===== src/design/sirqs_pkg.sv =====
// Constants, register map and carrier types for the serial interrupt slave.
// Assumes a 32-bit APB master with byte-addressed, word-aligned accesses.
package sirqs_pkg;

  // Printed register offsets are indices; byte address is four times.
  localparam logic [3:0] IDX_WAKE_GLOBAL_EN = 4'h1;
  localparam logic [3:0] IDX_WAKE_STS_ONE   = 4'h2;
  localparam logic [3:0] IDX_WAKE_STS_TWO   = 4'h3;
  localparam logic [3:0] IDX_WAKE_EN_ONE    = 4'h5;
  localparam logic [3:0] IDX_WAKE_EN_TWO    = 4'h6;
  localparam logic [3:0] IDX_MGMT_STS_ONE   = 4'h8;
  localparam logic [3:0] IDX_MGMT_STS_TWO   = 4'h9;
  localparam logic [3:0] IDX_MGMT_EN_ONE    = 4'ha;
  localparam logic [3:0] IDX_MGMT_EN_TWO    = 4'hb;
  localparam logic [3:0] IDX_ROUTE_A        = 4'hc;
  localparam logic [3:0] IDX_ROUTE_B        = 4'hd;
  localparam logic [3:0] IDX_GPIO_POL       = 4'he;
  localparam logic [3:0] IDX_IRQ_LEVELS     = 4'hf;

  localparam int unsigned ADDR_IDX_LSB = 2;
  localparam int unsigned ADDR_IDX_MSB = 5;

  // Field positions.
  localparam int unsigned BIT_WAKE_GLOBAL = 0;
  localparam int unsigned BIT_IN1_WAKE    = 3;
  localparam int unsigned BIT_IN2_WAKE    = 5;
  localparam int unsigned BIT_IN3_WAKE    = 2;
  localparam int unsigned BIT_IN1_MGMT    = 3;
  localparam int unsigned BIT_IN2_MGMT    = 4;
  localparam int unsigned BIT_MGMT_FRAME  = 6;
  localparam int unsigned BIT_MGMT_PIN    = 7;
  localparam int unsigned BIT_MODE_QUIET  = 16;

  localparam logic [7:0]  REG_RESET   = 8'h00;
  localparam logic [3:0]  ROUTE_OFF   = 4'h0;
  localparam logic [3:0]  SLOT_MGMT   = 4'h2;
  localparam logic [15:0] LEVELS_IDLE = 16'hffff;

  // Frame timing in bus clocks.
  localparam logic [1:0] PHASE_SAMPLE  = 2'd0;
  localparam logic [1:0] PHASE_RECOVER = 2'd1;
  localparam logic [1:0] PHASE_TURN    = 2'd2;
  localparam logic [4:0] FRAME_LAST    = 5'd16;
  localparam logic [4:0] FRAME_FIRST   = 5'd1;
  localparam logic [1:0] SAMPLE_DELAY  = 2'd1;
  localparam logic [2:0] STOP_QUIET    = 3'd2;
  localparam logic [2:0] STOP_CONT     = 3'd3;
  localparam logic [2:0] START_GAP     = 3'd1;

  typedef struct packed {
    logic in;
    logic out;
    logic oe;
  } sirqs_pin_t;

  typedef struct packed {
    logic [3:0] in3;
    logic [3:0] in2;
    logic [3:0] in1;
  } sirqs_route_t;

endpackage : sirqs_pkg


===== src/design/sirqs_top.sv =====
// Serial interrupt slave with three routed inputs, wake and management bits.
// Assumes the bus line is resolved outside, pins synchronous to pclk.
// Operation
// - Count data frames from the rising edge ending any start pulse.
// - Each data frame is three clocks: sample, recovery, turn-around.
// - Drive low in an owned sample phase only when its level is low.
// - Drive high in recovery only after driving low in sample.
// - Release the line during every turn-around phase.
// - Report low levels regardless of which agent started the cycle.
// - Frame n sample falls 3n-1 clocks after the start rising edge.
// - Frame 1 unused, frame 2 is IRQ1, frame 3 IRQ2 or management.
// - Management bit 6 puts it in frame, bit 7 on its pin.
// - Stop pulse of two clocks means quiet, three means continuous.
// - Start may begin two clocks after stop rise; quiet lets anyone.
// - Drive and sample the line on the rising pclk edge.
// - Line released in reset; slaves start in continuous mode.
// - Each routed input has a 4-bit slot field; zero disables.
// - Nonzero field forwards the pin level even in GPIO use.
// - Routed inputs set wake status bits; wake pin needs both enables.
// - Inputs 1 and 2 set management status; input 3 never does.
// - Event edge chosen by the pin's polarity bit.
// - In quiet idle, a level change starts a one-clock low pulse.
//
// Design decision made here: register access over APB.
`timescale 1ns/10ps
`default_nettype none
module sirqs_top
  import sirqs_pkg::*;
(
  input  wire logic               pclk,
  input  wire logic               presetn,
  input  wire logic               psel,
  input  wire logic               penable,
  input  wire logic               pwrite,
  input  wire logic [31:0]        paddr,
  input  wire logic [31:0]        pwdata,
  output logic [31:0]             prdata,
  output logic                    pready,
  output logic                    pslverr,
  input  wire logic               serirq_in,
  output logic                    serirq_out,
  output logic                    serirq_oe,
  input  wire logic [15:0]        internal_irq_levels,
  input  wire logic               mgmt_interrupt_frame,
  input  wire logic               routed_irq_input_1,
  input  wire logic               routed_irq_input_2,
  input  wire logic               routed_irq_input_3,
  output logic                    mgmt_interrupt_pin_n,
  output logic                    wake_event_pin_n
);
  import sirqs_pkg::*;

  typedef enum logic [2:0] {
    SIRQS_IDLE, SIRQS_START, SIRQS_FRAMES, SIRQS_WAIT_STOP, SIRQS_STOP,
    SIRQS_GAP
  } sirqs_state_t;

  sirqs_state_t state_q;
  logic [7:0]   wake_glb_q, wake_sts1_q, wake_sts2_q, wake_en1_q, wake_en2_q;
  logic [7:0]   mgmt_sts1_q, mgmt_sts2_q, mgmt_en1_q, mgmt_en2_q;
  sirqs_route_t route_q;
  logic [2:0]   pol_q;
  logic [2:0]   in_prev_q;
  logic         line_q;
  logic [4:0]   frame_q;
  logic [1:0]   phase_q;
  logic [1:0]   lead_q;
  logic [2:0]   low_cnt_q;
  logic [2:0]   gap_q;
  logic         quiet_q;
  logic         drove_low_q;
  logic [15:0]  sent_q;
  logic [4:0]   slot_idx;
  logic         start_drive_q;
  logic [15:0]  slot_level;
  logic [2:0]   pins;
  logic [2:0]   edge_hit;
  logic         acc_wr, acc_rd;
  logic [3:0]   idx;
  logic         own_low;
  logic         mgmt_event;
  logic         changed;

  assign pins = {routed_irq_input_3, routed_irq_input_2, routed_irq_input_1};
  assign idx  = paddr[ADDR_IDX_MSB:ADDR_IDX_LSB];
  assign acc_wr = psel && penable && pwrite;
  assign acc_rd = psel && penable && !pwrite;
  assign pready  = 1'b1;
  assign pslverr = 1'b0;

  // Slot levels: internal sources ANDed with routed pins and management.
  always_comb begin
    slot_level = internal_irq_levels;
    for (int i = 1; i < 16; i++) begin
      if (route_q.in1 == 4'(i) && !routed_irq_input_1) begin
        slot_level[i] = 1'b0;
      end
      if (route_q.in2 == 4'(i) && !routed_irq_input_2) begin
        slot_level[i] = 1'b0;
      end
      if (route_q.in3 == 4'(i) && !routed_irq_input_3) begin
        slot_level[i] = 1'b0;
      end
    end
    if (mgmt_en2_q[BIT_MGMT_FRAME] && !mgmt_interrupt_frame) begin
      slot_level[SLOT_MGMT] = 1'b0;
    end
    slot_level[0] = 1'b1;
  end

  // Edge events; polarity bit set selects a rising edge, else falling.
  assign edge_hit = (pol_q & pins & ~in_prev_q) |
                    (~pol_q & ~pins & in_prev_q);
  assign mgmt_event = (mgmt_en1_q[BIT_IN1_MGMT] & mgmt_sts1_q[BIT_IN1_MGMT]) |
                      (mgmt_en2_q[BIT_IN2_MGMT] & mgmt_sts2_q[BIT_IN2_MGMT]);

  always_ff @(posedge pclk or negedge presetn) begin
    if (!presetn) begin
      in_prev_q <= 3'b000;
    end else begin
      in_prev_q <= pins;
    end
  end

  // Register writes; status bits clear on writing one, set wins.
  always_ff @(posedge pclk or negedge presetn) begin
    if (!presetn) begin
      wake_glb_q  <= REG_RESET;
      wake_sts1_q <= REG_RESET;
      wake_sts2_q <= REG_RESET;
      wake_en1_q  <= REG_RESET;
      wake_en2_q  <= REG_RESET;
      mgmt_sts1_q <= REG_RESET;
      mgmt_sts2_q <= REG_RESET;
      mgmt_en1_q  <= REG_RESET;
      mgmt_en2_q  <= REG_RESET;
      route_q     <= '{ROUTE_OFF, ROUTE_OFF, ROUTE_OFF};
      pol_q       <= 3'b000;
    end else begin
      if (acc_wr) begin
        case (idx)
          IDX_WAKE_GLOBAL_EN: wake_glb_q <= pwdata[7:0];
          IDX_WAKE_STS_ONE:   wake_sts1_q <= wake_sts1_q & ~pwdata[7:0];
          IDX_WAKE_STS_TWO:   wake_sts2_q <= wake_sts2_q & ~pwdata[7:0];
          IDX_WAKE_EN_ONE:    wake_en1_q <= pwdata[7:0];
          IDX_WAKE_EN_TWO:    wake_en2_q <= pwdata[7:0];
          IDX_MGMT_STS_ONE:   mgmt_sts1_q <= mgmt_sts1_q & ~pwdata[7:0];
          IDX_MGMT_STS_TWO:   mgmt_sts2_q <= mgmt_sts2_q & ~pwdata[7:0];
          IDX_MGMT_EN_ONE:    mgmt_en1_q <= pwdata[7:0];
          IDX_MGMT_EN_TWO:    mgmt_en2_q <= pwdata[7:0];
          IDX_ROUTE_A:        route_q.in1 <= pwdata[3:0];
          IDX_ROUTE_B: begin
            route_q.in2 <= pwdata[3:0];
            route_q.in3 <= pwdata[7:4];
          end
          IDX_GPIO_POL:       pol_q <= pwdata[2:0];
          default: ;
        endcase
      end
      // Sets are applied after the clear so a simultaneous event survives.
      if (edge_hit[0]) begin
        wake_sts1_q[BIT_IN1_WAKE] <= 1'b1;
        mgmt_sts1_q[BIT_IN1_MGMT] <= 1'b1;
      end
      if (edge_hit[1]) begin
        wake_sts2_q[BIT_IN2_WAKE] <= 1'b1;
        mgmt_sts2_q[BIT_IN2_MGMT] <= 1'b1;
      end
      if (edge_hit[2]) begin
        wake_sts2_q[BIT_IN3_WAKE] <= 1'b1;
      end
    end
  end

  // Read mux; unmapped indices read zero.
  always_comb begin
    prdata = 32'h0000_0000;
    if (acc_rd) begin
      case (idx)
        IDX_WAKE_GLOBAL_EN: prdata[7:0] = wake_glb_q;
        IDX_WAKE_STS_ONE:   prdata[7:0] = wake_sts1_q;
        IDX_WAKE_STS_TWO:   prdata[7:0] = wake_sts2_q;
        IDX_WAKE_EN_ONE:    prdata[7:0] = wake_en1_q;
        IDX_WAKE_EN_TWO:    prdata[7:0] = wake_en2_q;
        IDX_MGMT_STS_ONE:   prdata[7:0] = mgmt_sts1_q;
        IDX_MGMT_STS_TWO:   prdata[7:0] = mgmt_sts2_q;
        IDX_MGMT_EN_ONE:    prdata[7:0] = mgmt_en1_q;
        IDX_MGMT_EN_TWO:    prdata[7:0] = mgmt_en2_q;
        IDX_ROUTE_A:        prdata[3:0] = route_q.in1;
        IDX_ROUTE_B:        prdata[7:0] = {route_q.in3, route_q.in2};
        IDX_GPIO_POL:       prdata[2:0] = pol_q;
        IDX_IRQ_LEVELS: begin
          prdata[15:0] = slot_level;
          prdata[BIT_MODE_QUIET] = quiet_q;
        end
        default: ;
      endcase
    end
  end

  // Wake and management pins, active low, registered.
  always_ff @(posedge pclk or negedge presetn) begin
    if (!presetn) begin
      wake_event_pin_n     <= 1'b1;
      mgmt_interrupt_pin_n <= 1'b1;
    end else begin
      wake_event_pin_n <= !(wake_glb_q[BIT_WAKE_GLOBAL] &&
        ((wake_en1_q[BIT_IN1_WAKE] && wake_sts1_q[BIT_IN1_WAKE]) ||
         (wake_en2_q[BIT_IN2_WAKE] && wake_sts2_q[BIT_IN2_WAKE]) ||
         (wake_en2_q[BIT_IN3_WAKE] && wake_sts2_q[BIT_IN3_WAKE])));
      mgmt_interrupt_pin_n <= !(mgmt_en2_q[BIT_MGMT_PIN] &&
        (mgmt_event || !mgmt_interrupt_frame));
    end
  end

  // Frame n carries slot n-1, so frame 16 still reaches the top slot.
  assign slot_idx = frame_q - FRAME_FIRST;
  assign own_low  = !slot_level[slot_idx[3:0]];
  assign changed = (slot_level != sent_q);

  // Serial frame tracker; the line is sampled on each rising edge.
  always_ff @(posedge pclk or negedge presetn) begin
    if (!presetn) begin
      state_q     <= SIRQS_IDLE;
      line_q      <= 1'b1;
      frame_q     <= FRAME_FIRST;
      phase_q     <= PHASE_SAMPLE;
      lead_q      <= 2'd0;
      low_cnt_q   <= 3'd0;
      gap_q       <= 3'd0;
      quiet_q     <= 1'b0;
      drove_low_q <= 1'b0;
      sent_q      <= LEVELS_IDLE;
      start_drive_q <= 1'b0;
    end else begin
      line_q        <= serirq_in;
      start_drive_q <= 1'b0;
      case (state_q)
        SIRQS_IDLE: begin
          if (!serirq_in) begin
            state_q <= SIRQS_START;
          end else if (quiet_q && changed && !start_drive_q) begin
            start_drive_q <= 1'b1;
          end
        end
        SIRQS_START: begin
          if (serirq_in && !line_q) begin
            state_q <= SIRQS_FRAMES;
            frame_q <= FRAME_FIRST;
            lead_q  <= SAMPLE_DELAY;
            phase_q <= PHASE_TURN;
          end
        end
        SIRQS_FRAMES: begin
          if (lead_q != 2'd0) begin
            lead_q <= lead_q - 2'd1;
            phase_q <= PHASE_SAMPLE;
          end else begin
            case (phase_q)
              PHASE_SAMPLE: begin
                phase_q     <= PHASE_RECOVER;
                drove_low_q <= own_low;
                sent_q[slot_idx[3:0]] <= slot_level[slot_idx[3:0]];
              end
              PHASE_RECOVER: phase_q <= PHASE_TURN;
              default: begin
                phase_q     <= PHASE_SAMPLE;
                drove_low_q <= 1'b0;
                if (frame_q == FRAME_LAST) begin
                  state_q <= SIRQS_WAIT_STOP;
                end else begin
                  frame_q <= frame_q + FRAME_FIRST;
                end
              end
            endcase
          end
        end
        SIRQS_WAIT_STOP: begin
          if (!serirq_in) begin
            state_q   <= SIRQS_STOP;
            low_cnt_q <= 3'd1;
          end
        end
        SIRQS_STOP: begin
          if (!serirq_in) begin
            low_cnt_q <= low_cnt_q + 3'd1;
          end else begin
            quiet_q <= (low_cnt_q == STOP_QUIET);
            state_q <= SIRQS_GAP;
            gap_q   <= START_GAP;
          end
        end
        SIRQS_GAP: begin
          if (gap_q != 3'd0) begin
            gap_q <= gap_q - 3'd1;
          end else begin
            state_q <= SIRQS_IDLE;
          end
        end
        default: state_q <= SIRQS_IDLE;
      endcase
    end
  end

  // Line drive: start pulse low, low in owned sample, high in recovery after a low sample, released otherwise.
  always_comb begin
    serirq_out = 1'b1;
    serirq_oe  = 1'b0;
    if (start_drive_q) begin
      serirq_out = 1'b0;
      serirq_oe  = 1'b1;
    end else if (state_q == SIRQS_FRAMES && lead_q == 2'd0) begin
      if (phase_q == PHASE_SAMPLE && own_low) begin
        serirq_out = 1'b0;
        serirq_oe  = 1'b1;
      end else if (phase_q == PHASE_RECOVER && drove_low_q) begin
        serirq_out = 1'b1;
        serirq_oe  = 1'b1;
      end
    end
  end

  property p_recover_after_low;
    @(posedge pclk) disable iff (!presetn)
      (serirq_oe && !serirq_out && state_q == SIRQS_FRAMES) |=>
        (serirq_oe && serirq_out) ##1 !serirq_oe;
  endproperty
  a_recover_after_low: assert property (p_recover_after_low)
    else $error("Recovery drive missing after a low sample.");

  property p_reset_mode;
    @(posedge pclk) $rose(presetn) |-> !quiet_q && !serirq_oe;
  endproperty
  a_reset_mode: assert property (p_reset_mode)
    else $error("Slave not continuous and released after reset.");

  property p_start_pulse_one;
    @(posedge pclk) disable iff (!presetn)
      start_drive_q |=> !start_drive_q;
  endproperty
  a_start_pulse_one: assert property (p_start_pulse_one)
    else $error("Start drive lasted more than one clock.");

  property p_first_sample;
    @(posedge pclk) disable iff (!presetn)
      (state_q == SIRQS_START && serirq_in && !line_q) |=>
        ##1 (phase_q == PHASE_SAMPLE && lead_q == 2'd0 &&
             frame_q == FRAME_FIRST);
  endproperty
  a_first_sample: assert property (p_first_sample)
    else $error("First sample phase not at clock two.");

  property p_quiet_no_drive;
    @(posedge pclk) disable iff (!presetn)
      (start_drive_q) |-> $past(quiet_q) && $past(state_q == SIRQS_IDLE);
  endproperty
  a_quiet_no_drive: assert property (p_quiet_no_drive)
    else $error("Start frame driven outside quiet idle.");

  property p_frame_three;
    @(posedge pclk) disable iff (!presetn)
      (state_q == SIRQS_FRAMES && lead_q == 2'd0 &&
       phase_q == PHASE_SAMPLE) |=>
        phase_q == PHASE_RECOVER ##1 phase_q == PHASE_TURN;
  endproperty
  a_frame_three: assert property (p_frame_three)
    else $error("Data frame is not three clocks.");

  property p_turn_release;
    @(posedge pclk) disable iff (!presetn)
      (state_q == SIRQS_FRAMES && phase_q == PHASE_TURN) |-> !serirq_oe;
  endproperty
  a_turn_release: assert property (p_turn_release)
    else $error("Line driven in turn-around.");

  property p_slot_zero;
    @(posedge pclk) disable iff (!presetn)
      (state_q == SIRQS_FRAMES && frame_q == FRAME_FIRST &&
       phase_q == PHASE_SAMPLE && lead_q == 2'd0) |-> !serirq_oe;
  endproperty
  a_slot_zero: assert property (p_slot_zero)
    else $error("Unused frame one was driven.");

  property p_stop_width;
    @(posedge pclk) disable iff (!presetn)
      (state_q == SIRQS_STOP && serirq_in && low_cnt_q == STOP_CONT) |=>
        !quiet_q;
  endproperty
  a_stop_width: assert property (p_stop_width)
    else $error("Three-clock stop did not select continuous mode.");

endmodule : sirqs_top
`default_nettype wire


===== config.mk =====
export PLATFORM = sky130hd
export DESIGN_NAME = sirqs_top
export DESIGN_NICKNAME = d
export VERILOG_FILES = /design/src/design/sirqs_pkg.sv /design/src/design/sirqs_top.sv
export SDC_FILE = /design/constraint.sdc
export NUM_CORES = 1
export LEC_CHECK = 0
export ABC_AREA = 1
export BUFFER_PORTS_ARGS = -buffer_cell sky130_fd_sc_hd__buf_2
export CAP_MARGIN = 20
export CORE_MARGIN = 2
export CORE_UTILIZATION = 45
export CTS_CLUSTER_DIAMETER = 60
export CTS_CLUSTER_SIZE = 20
export DETAILED_ROUTE_END_ITERATION = 12
export PLACE_DENSITY = 0.81
export RECOVER_POWER = 100
export SETUP_SLACK_MARGIN = 0.2
export SYNTH_ARGS = -nofsm -noshare
export SYNTH_HDL_FRONTEND = slang
export SYNTH_SLANG_ARGS = --single-unit
export TNS_END_PERCENT = 5

===== constraint.sdc =====
create_clock -name pclk -period 2.85 [get_ports pclk]
set_clock_uncertainty 0.2 [all_clocks]
set_input_delay 0.4275 -clock pclk [delete_from_list [all_inputs] [get_ports pclk]]
set_output_delay 0.4275 -clock pclk [all_outputs]
set_load 0.02 [all_outputs]

=== Word level (Yosys, flattened, before mapping) ===
Cells that the tools add are included.

* Flip-flop bits (word level): 130
* Bits of input ports: 90
* Word-level logic and storage cells: 359

* Add/subtract/negate cells: 5
* $lt $le $gt $ge: 2
* Eq/ne operators: 79
* Muxes and demuxes: 106
* Bitwise logic cells: 18
* Reductions and logical operators: 117

{| class="wikitable"
|+ Operator list
! operator !! number
|-
| == test 4 bit (second input constant) || 32
|-
| 2-to-1 mux 1 bit || 63
|-
| logical AND 1 bit || 61
|-
| == test 4 x 3 -> 1 bit (second input constant) || 14
|-
| case mux 4 bit (11 select lines) || 1
|-
| case mux 3 bit (13 select lines) || 1
|-
| AND reduction 2 bit || 19
|-
| 2-to-1 mux 3 bit || 11
|-
| bitwise AND 8 bit || 4
|-
| == test 4 x 2 -> 1 bit (second input constant) || 8
|-
| 2-to-1 mux 5 bit || 6
|-
| != test 2 bit (second input constant) || 12
|-
| nonzero test 2 bit || 12
|-
| case mux 3 bit (6 select lines) || 1
|-
| 2-to-1 mux 17 bit || 1
|-
| bitwise mux 16 bit || 1
|-
| == test 4 x 1 -> 1 bit (second input constant) || 4
|-
| 2-to-1 mux 4 bit || 4
|-
| != test 16 bit || 1
|-
| AND reduction 3 bit || 5
|-
| bitwise AND 3 bit || 4
|-
| 2-to-1 mux 6 bit || 2
|-
| case mux 1 bit (12 select lines) || 1
|-
| case mux 2 bit (2 select lines) || 3
|-
| other kinds (33) || 56
|}

=== Longest topological paths before layout ===
* Depth in word-level cells: 13
* Depth in mapped cells: 14

=== Worst setup path after synthesis ===
OpenSTA, ideal clock, no wires.

* Kind: reg2out
* Start point: reg frame_q[0]
* End point: out serirq_out
* Arrival: 2.217 ns
* Setup slack: 0.005 ns
* Cell stages (with the launch flop): 14
* Buffers on the path: 2
* Cells stage by stage: dfstp_2 buf_6 clkinv_1 ha_1 inv_1 nor2_1 inv_1 o21ai_2 nor2_1 inv_1 nand2_2 nor2_4 buf_12 a21oi_4

* Longest elaborated chain between the ends: 8

{| class="wikitable"
|+ Ends and longest elaborated chain
! item !! line !! RTL
|-
| start, declared || sirqs_top.sv:65 || <nowiki>logic [4:0] frame_q;</nowiki>
|-
| start signal, assigned || sirqs_top.sv:272 || <nowiki>frame_q <= frame_q + FRAME_FIRST;</nowiki>
|-
| subtractor 4 x 1 -> 4 bit || sirqs_top.sv:217 || <nowiki>assign slot_idx = frame_q - FRAME_FIRST;</nowiki>
|-
| binary-select mux 1 bit (select 4 bit) || sirqs_top.sv:218 || <nowiki>assign own_low = !slot_level[slot_idx[3:0]];</nowiki>
|-
| 2-to-1 mux 1 bit (implied by the code) || sirqs_top.sv:218 ||
|-
| zero test 1 bit || sirqs_top.sv:218 ||
|-
| logical AND 1 bit || sirqs_top.sv:313 || <nowiki>if (phase_q == PHASE_SAMPLE && own_low) begin</nowiki>
|-
| 2-to-1 mux 1 bit || sirqs_top.sv:313 ||
|-
| 2-to-1 mux 1 bit || sirqs_top.sv:312 || <nowiki>end else if (state_q == SIRQS_FRAMES && lead_q == 2'd0) begin</nowiki>
|-
| 2-to-1 mux 1 bit || sirqs_top.sv:309 || <nowiki>if (start_drive_q) begin</nowiki>
|-
| end, declared || sirqs_top.sv:41 || <nowiki>output logic serirq_out,</nowiki>
|}

No other way between the ends. The select of a mux whose other input is x is not followed.

=== Worst setup path after layout ===
* Start point: reg frame_q[0]
* End point: out serirq_oe

* Longest elaborated chain between the ends: 8

{| class="wikitable"
|+ Ends and longest elaborated chain
! item !! line !! RTL
|-
| subtractor 4 x 1 -> 4 bit || sirqs_top.sv:217 ||
|-
| binary-select mux 1 bit (select 4 bit) || sirqs_top.sv:218 ||
|-
| 2-to-1 mux 1 bit (implied by the code) || sirqs_top.sv:218 ||
|-
| zero test 1 bit || sirqs_top.sv:218 ||
|-
| logical AND 1 bit || sirqs_top.sv:313 ||
|-
| 2-to-1 mux 1 bit || sirqs_top.sv:313 ||
|-
| 2-to-1 mux 1 bit || sirqs_top.sv:312 ||
|-
| 2-to-1 mux 1 bit || sirqs_top.sv:309 ||
|-
| end, declared || sirqs_top.sv:42 || <nowiki>output logic serirq_oe,</nowiki>
|}

No other way between the ends. The select of a mux whose other input is x is not followed.

==> flow_summary.json <==
{
  "violations": "setup timing",
  "finalHoldViolCount": 0,
  "cts_tree": "done",
  "insertedDiodeCount": 0,
  "grt_pass1_wl_um": 32290,
  "critPathCaptureType": "primary output",
  "start_util": 0.4584,
  "synth_seq_cells": 130,
  "vias": 6807,
  "row_count": 46,
  "worstHoldStart": "pwdata[5]",
  "worstHoldPathCells": 2,
  "synth_ff_type": "dfrtp_1",
  "die_area_um2": 17160,
  "area_delta_synth_final_pct": 19.49,
  "postRouteAntennaNets": 0,
  "final_cell_count_no_fill": 1280,
  "design_area_um2": 8670,
  "max_freq_mhz": 333.7,
  "h-tree-depth": 4,
  "core-area_um2": 15830,
  "worst_slew_pin_slew_ns": 1.054,
  "dp_cells": 1236,
  "grt_usage": 0.2472,
  "synth_top_family_by_area": "simple AND/OR/NAND/NOR gates",
  "via_per_inst": 5.318,
  "relSlewSlack": 0.2970,
  "drv_cap": 0,
  "synthMuxAreaShare": 0,
  "synth_edf_count": 0,
  "clock-sinks": 130,
  "drive_gt1_frac": 0.1936,
  "synthArstFlopShare": 1.000,
  "gp_congestion": 0.9427,
  "drt_iter0_drc": 643,
  "dp_hpwl_um": 14630,
  "synth_fa_ha_area_frac": 0.01897,
  "synth_compound_area_frac": 0.1536,
  "crit_fanout": 4,
  "grt_max_degree": 49,
  "finalCritPeriodShare": 1.051,
  "io_pins": 128,
  "antenna_found_initial": 0,
  "worstSetupStartpointType": "register",
  "criticalPathCategory": "register to primary output",
  "dieHeight_um": 131.0,
  "status": "finished, violations left",
  "synth-xor-area-share": 0.01793,
  "die_w_um": 131.0,
  "synth_most_common_cell": "nand2_1",
  "drc": 0,
  "yosys_warnings": 0,
  "synth-simple-area-share": 0.2604,
  "grt_pass1_vias": 6530,
  "required_ns": 2.22,
  "critPathLaunch": "frame_q[0]",
  "finalCoreUtilization": 0.5477,
  "syn_avg_cell_area_um2": 7.598,
  "synth_area_um2": 7256,
  "place_ws_ns": 0.1438,
  "power.density_nw_per_um2": 843.5,
  "insertion_delay_ns": 0.43,
  "synth_cells": 955,
  "cts_root_buf": "clkbuf_16",
  "cts.clk_slew.worst_paths_ns": 0.06,
  "post-synth-top-area-fraction": 0.3794,
  "io_buffer_count": 57,
  "synthTopCellsByArea": "dfrtp_1 38%, nand2_1 11%, nor2_1 7.3%",
  "finalWirelength_um": 20170,
  "arrival_ns": 2.37,
  "p_leak_uw": 0.004160,
  "synth_cell_types": 46,
  "synth-seq-area-share": 0.4518,
  "dr.pass1.iters": 5,
  "period_minus_slack_ns": 2.997,
  "cts-buffers-inserted": 17,
  "nNetsFinal": 1152,
  "overflow": 0,
  "routedWlPerCell_um": 15.76,
  "hp-class": "input pin to register",
  "rr_worst_depth": 12,
  "cts_buffer_depth": 2,
  "report.final.slew_viol_count": 0,
  "place_area_um2": 7885,
  "ir_worst_vdd_uv": 497.9,
  "setup_viol": 6,
  "rsz0062_at_grt": "yes",
  "yosysTopAreaCell": "dfrtp_1",
  "r2r-start": "frame_q[0]",
  "synth_common_cells": "220 x nand2_1, 141 x nor2_1, 121 x inv_1",
  "fin_ws_ns": -0.1466
}
[kinds of logic (layout without fill, tap and decap cells)]
| family | Yosys count | in the layout |
|---|---|---|
| AND/OR/NAND/NOR | 449 | 449 |
| AO/OA/AOI/OAI | 188 | 188 |
| other | 2 | 17 |
| adder cells (fa/ha/maj) | 11 | 11 |
| XOR/XNOR | 14 | 14 |
| flip-flops | 130 | 130 |
| buffers and inverters | 161 | 255 |
[final timing paths]
check	end	slack, ns
worst max-delay path	serirq_oe	-0.15
worst max register to register	sent_q[4]	0.30
min in group asynchronous	wake_en1_q[3]	0.52
worst min-delay path	mgmt_sts1_q[5]	0.01
worst min register to register	mgmt_interrupt_pin_n	0.23
max in group asynchronous	route_q[5]	0.26
[cell usage in the layout, fill, tap and decap left out, types with 11 or more instances in the layout]
cell / n
nand3_1: 48
nand2_1: 216
xnor2_1: 11
buf_2: 44
o21ai_0: 93
clkbuf_1: 18
a21oi_1: 28
nor2_1: 133
dfrtp_1: 101
dfstp_2: 20
conb_1: 17
clkbuf_16: 17
inv_2: 11
inv_1: 116
a21boi_0: 12
buf_4: 18
[metrics by stage]
step                      total power [uW]  setup TNS [ns]  hold slack, ns
after global placement                4801               0          0.2252
after CTS                             7288         -0.2202        0.003340
after floorplan                       4372               0        -0.06809
after global routing                  7745          -1.846         0.01293
after detailed placement              4887               0          0.2363
final                                 7313         -0.5260         0.01350
[sequential cells by signal (all words and copies together), names as in the netlist, 5 cells and up]
| signal | flops |
|---|---|
| frame_q | 5 |
| mgmt_en1_q | 8 |
| mgmt_en2_q | 8 |
| mgmt_sts1_q | 8 |
| mgmt_sts2_q | 8 |
| route_q | 12 |
| sent_q | 16 |
| wake_en1_q | 8 |
| wake_en2_q | 8 |
| wake_glb_q | 8 |
| wake_sts1_q | 8 |
| wake_sts2_q | 8 |
[routing by layer]
layer  up-vias  track usage  wire length (um)  share of wire
met5         -            0                 0              0
met4         0      0.08698               471          0.023
met3        43      0.05904              1604          0.080
met2       318       0.4011              9433           0.47
met1      3194       0.3255              8663           0.43
li1       3252            -                 -              -
[timing repair]
item / 4_1_cts / 5_1_grt
hold buffers: 5 / 0
gates resized for setup: 35 / 31
endpoints found under the setup margin: 9 / 9
hold endpoints to repair: 42 / 0
buffers inserted: 6 / 1
pin swaps: 10 / 7
[cell type report]
type / instances / area [um2]
clock inverters: 12 / 120.1
multi-input cells: 679 / 3493
clock buffers: 20 / 456.7
fillers: 1440 / 7158
inverters: 132 / 514.2
well taps: 216 / 270.3
flip-flops and latches: 130 / 3289
repair buffers: 91 / 525.5
[worst max-delay path, stage by stage (launching register included)]
cell and delay (ns):
dfstp_2 0.60, clkinv_8 0.07, ha_4 0.30, inv_4 0.04, nor2_4 0.14, nand3_1 0.09, nand2_1 0.07, inv_1 0.04
nand2_1 0.07, nand2_1 0.07, nand2_2 0.12, inv_2 0.05, nand3_2 0.07, nand3_2 0.08, buf_6 0.14
[power breakdown]
part | internal (uW) | switching (uW) | total, uW | leakage, uW
clock | 1260 | 870 | 2130 | 0.000279
combinational | 926 | 1670 | 2590 | 0.00231
sequential | 2290 | 302 | 2590 | 0.00157
total | 4470 | 2840 | 7310 | 0.00416
(Power assumes the default switching activity.)
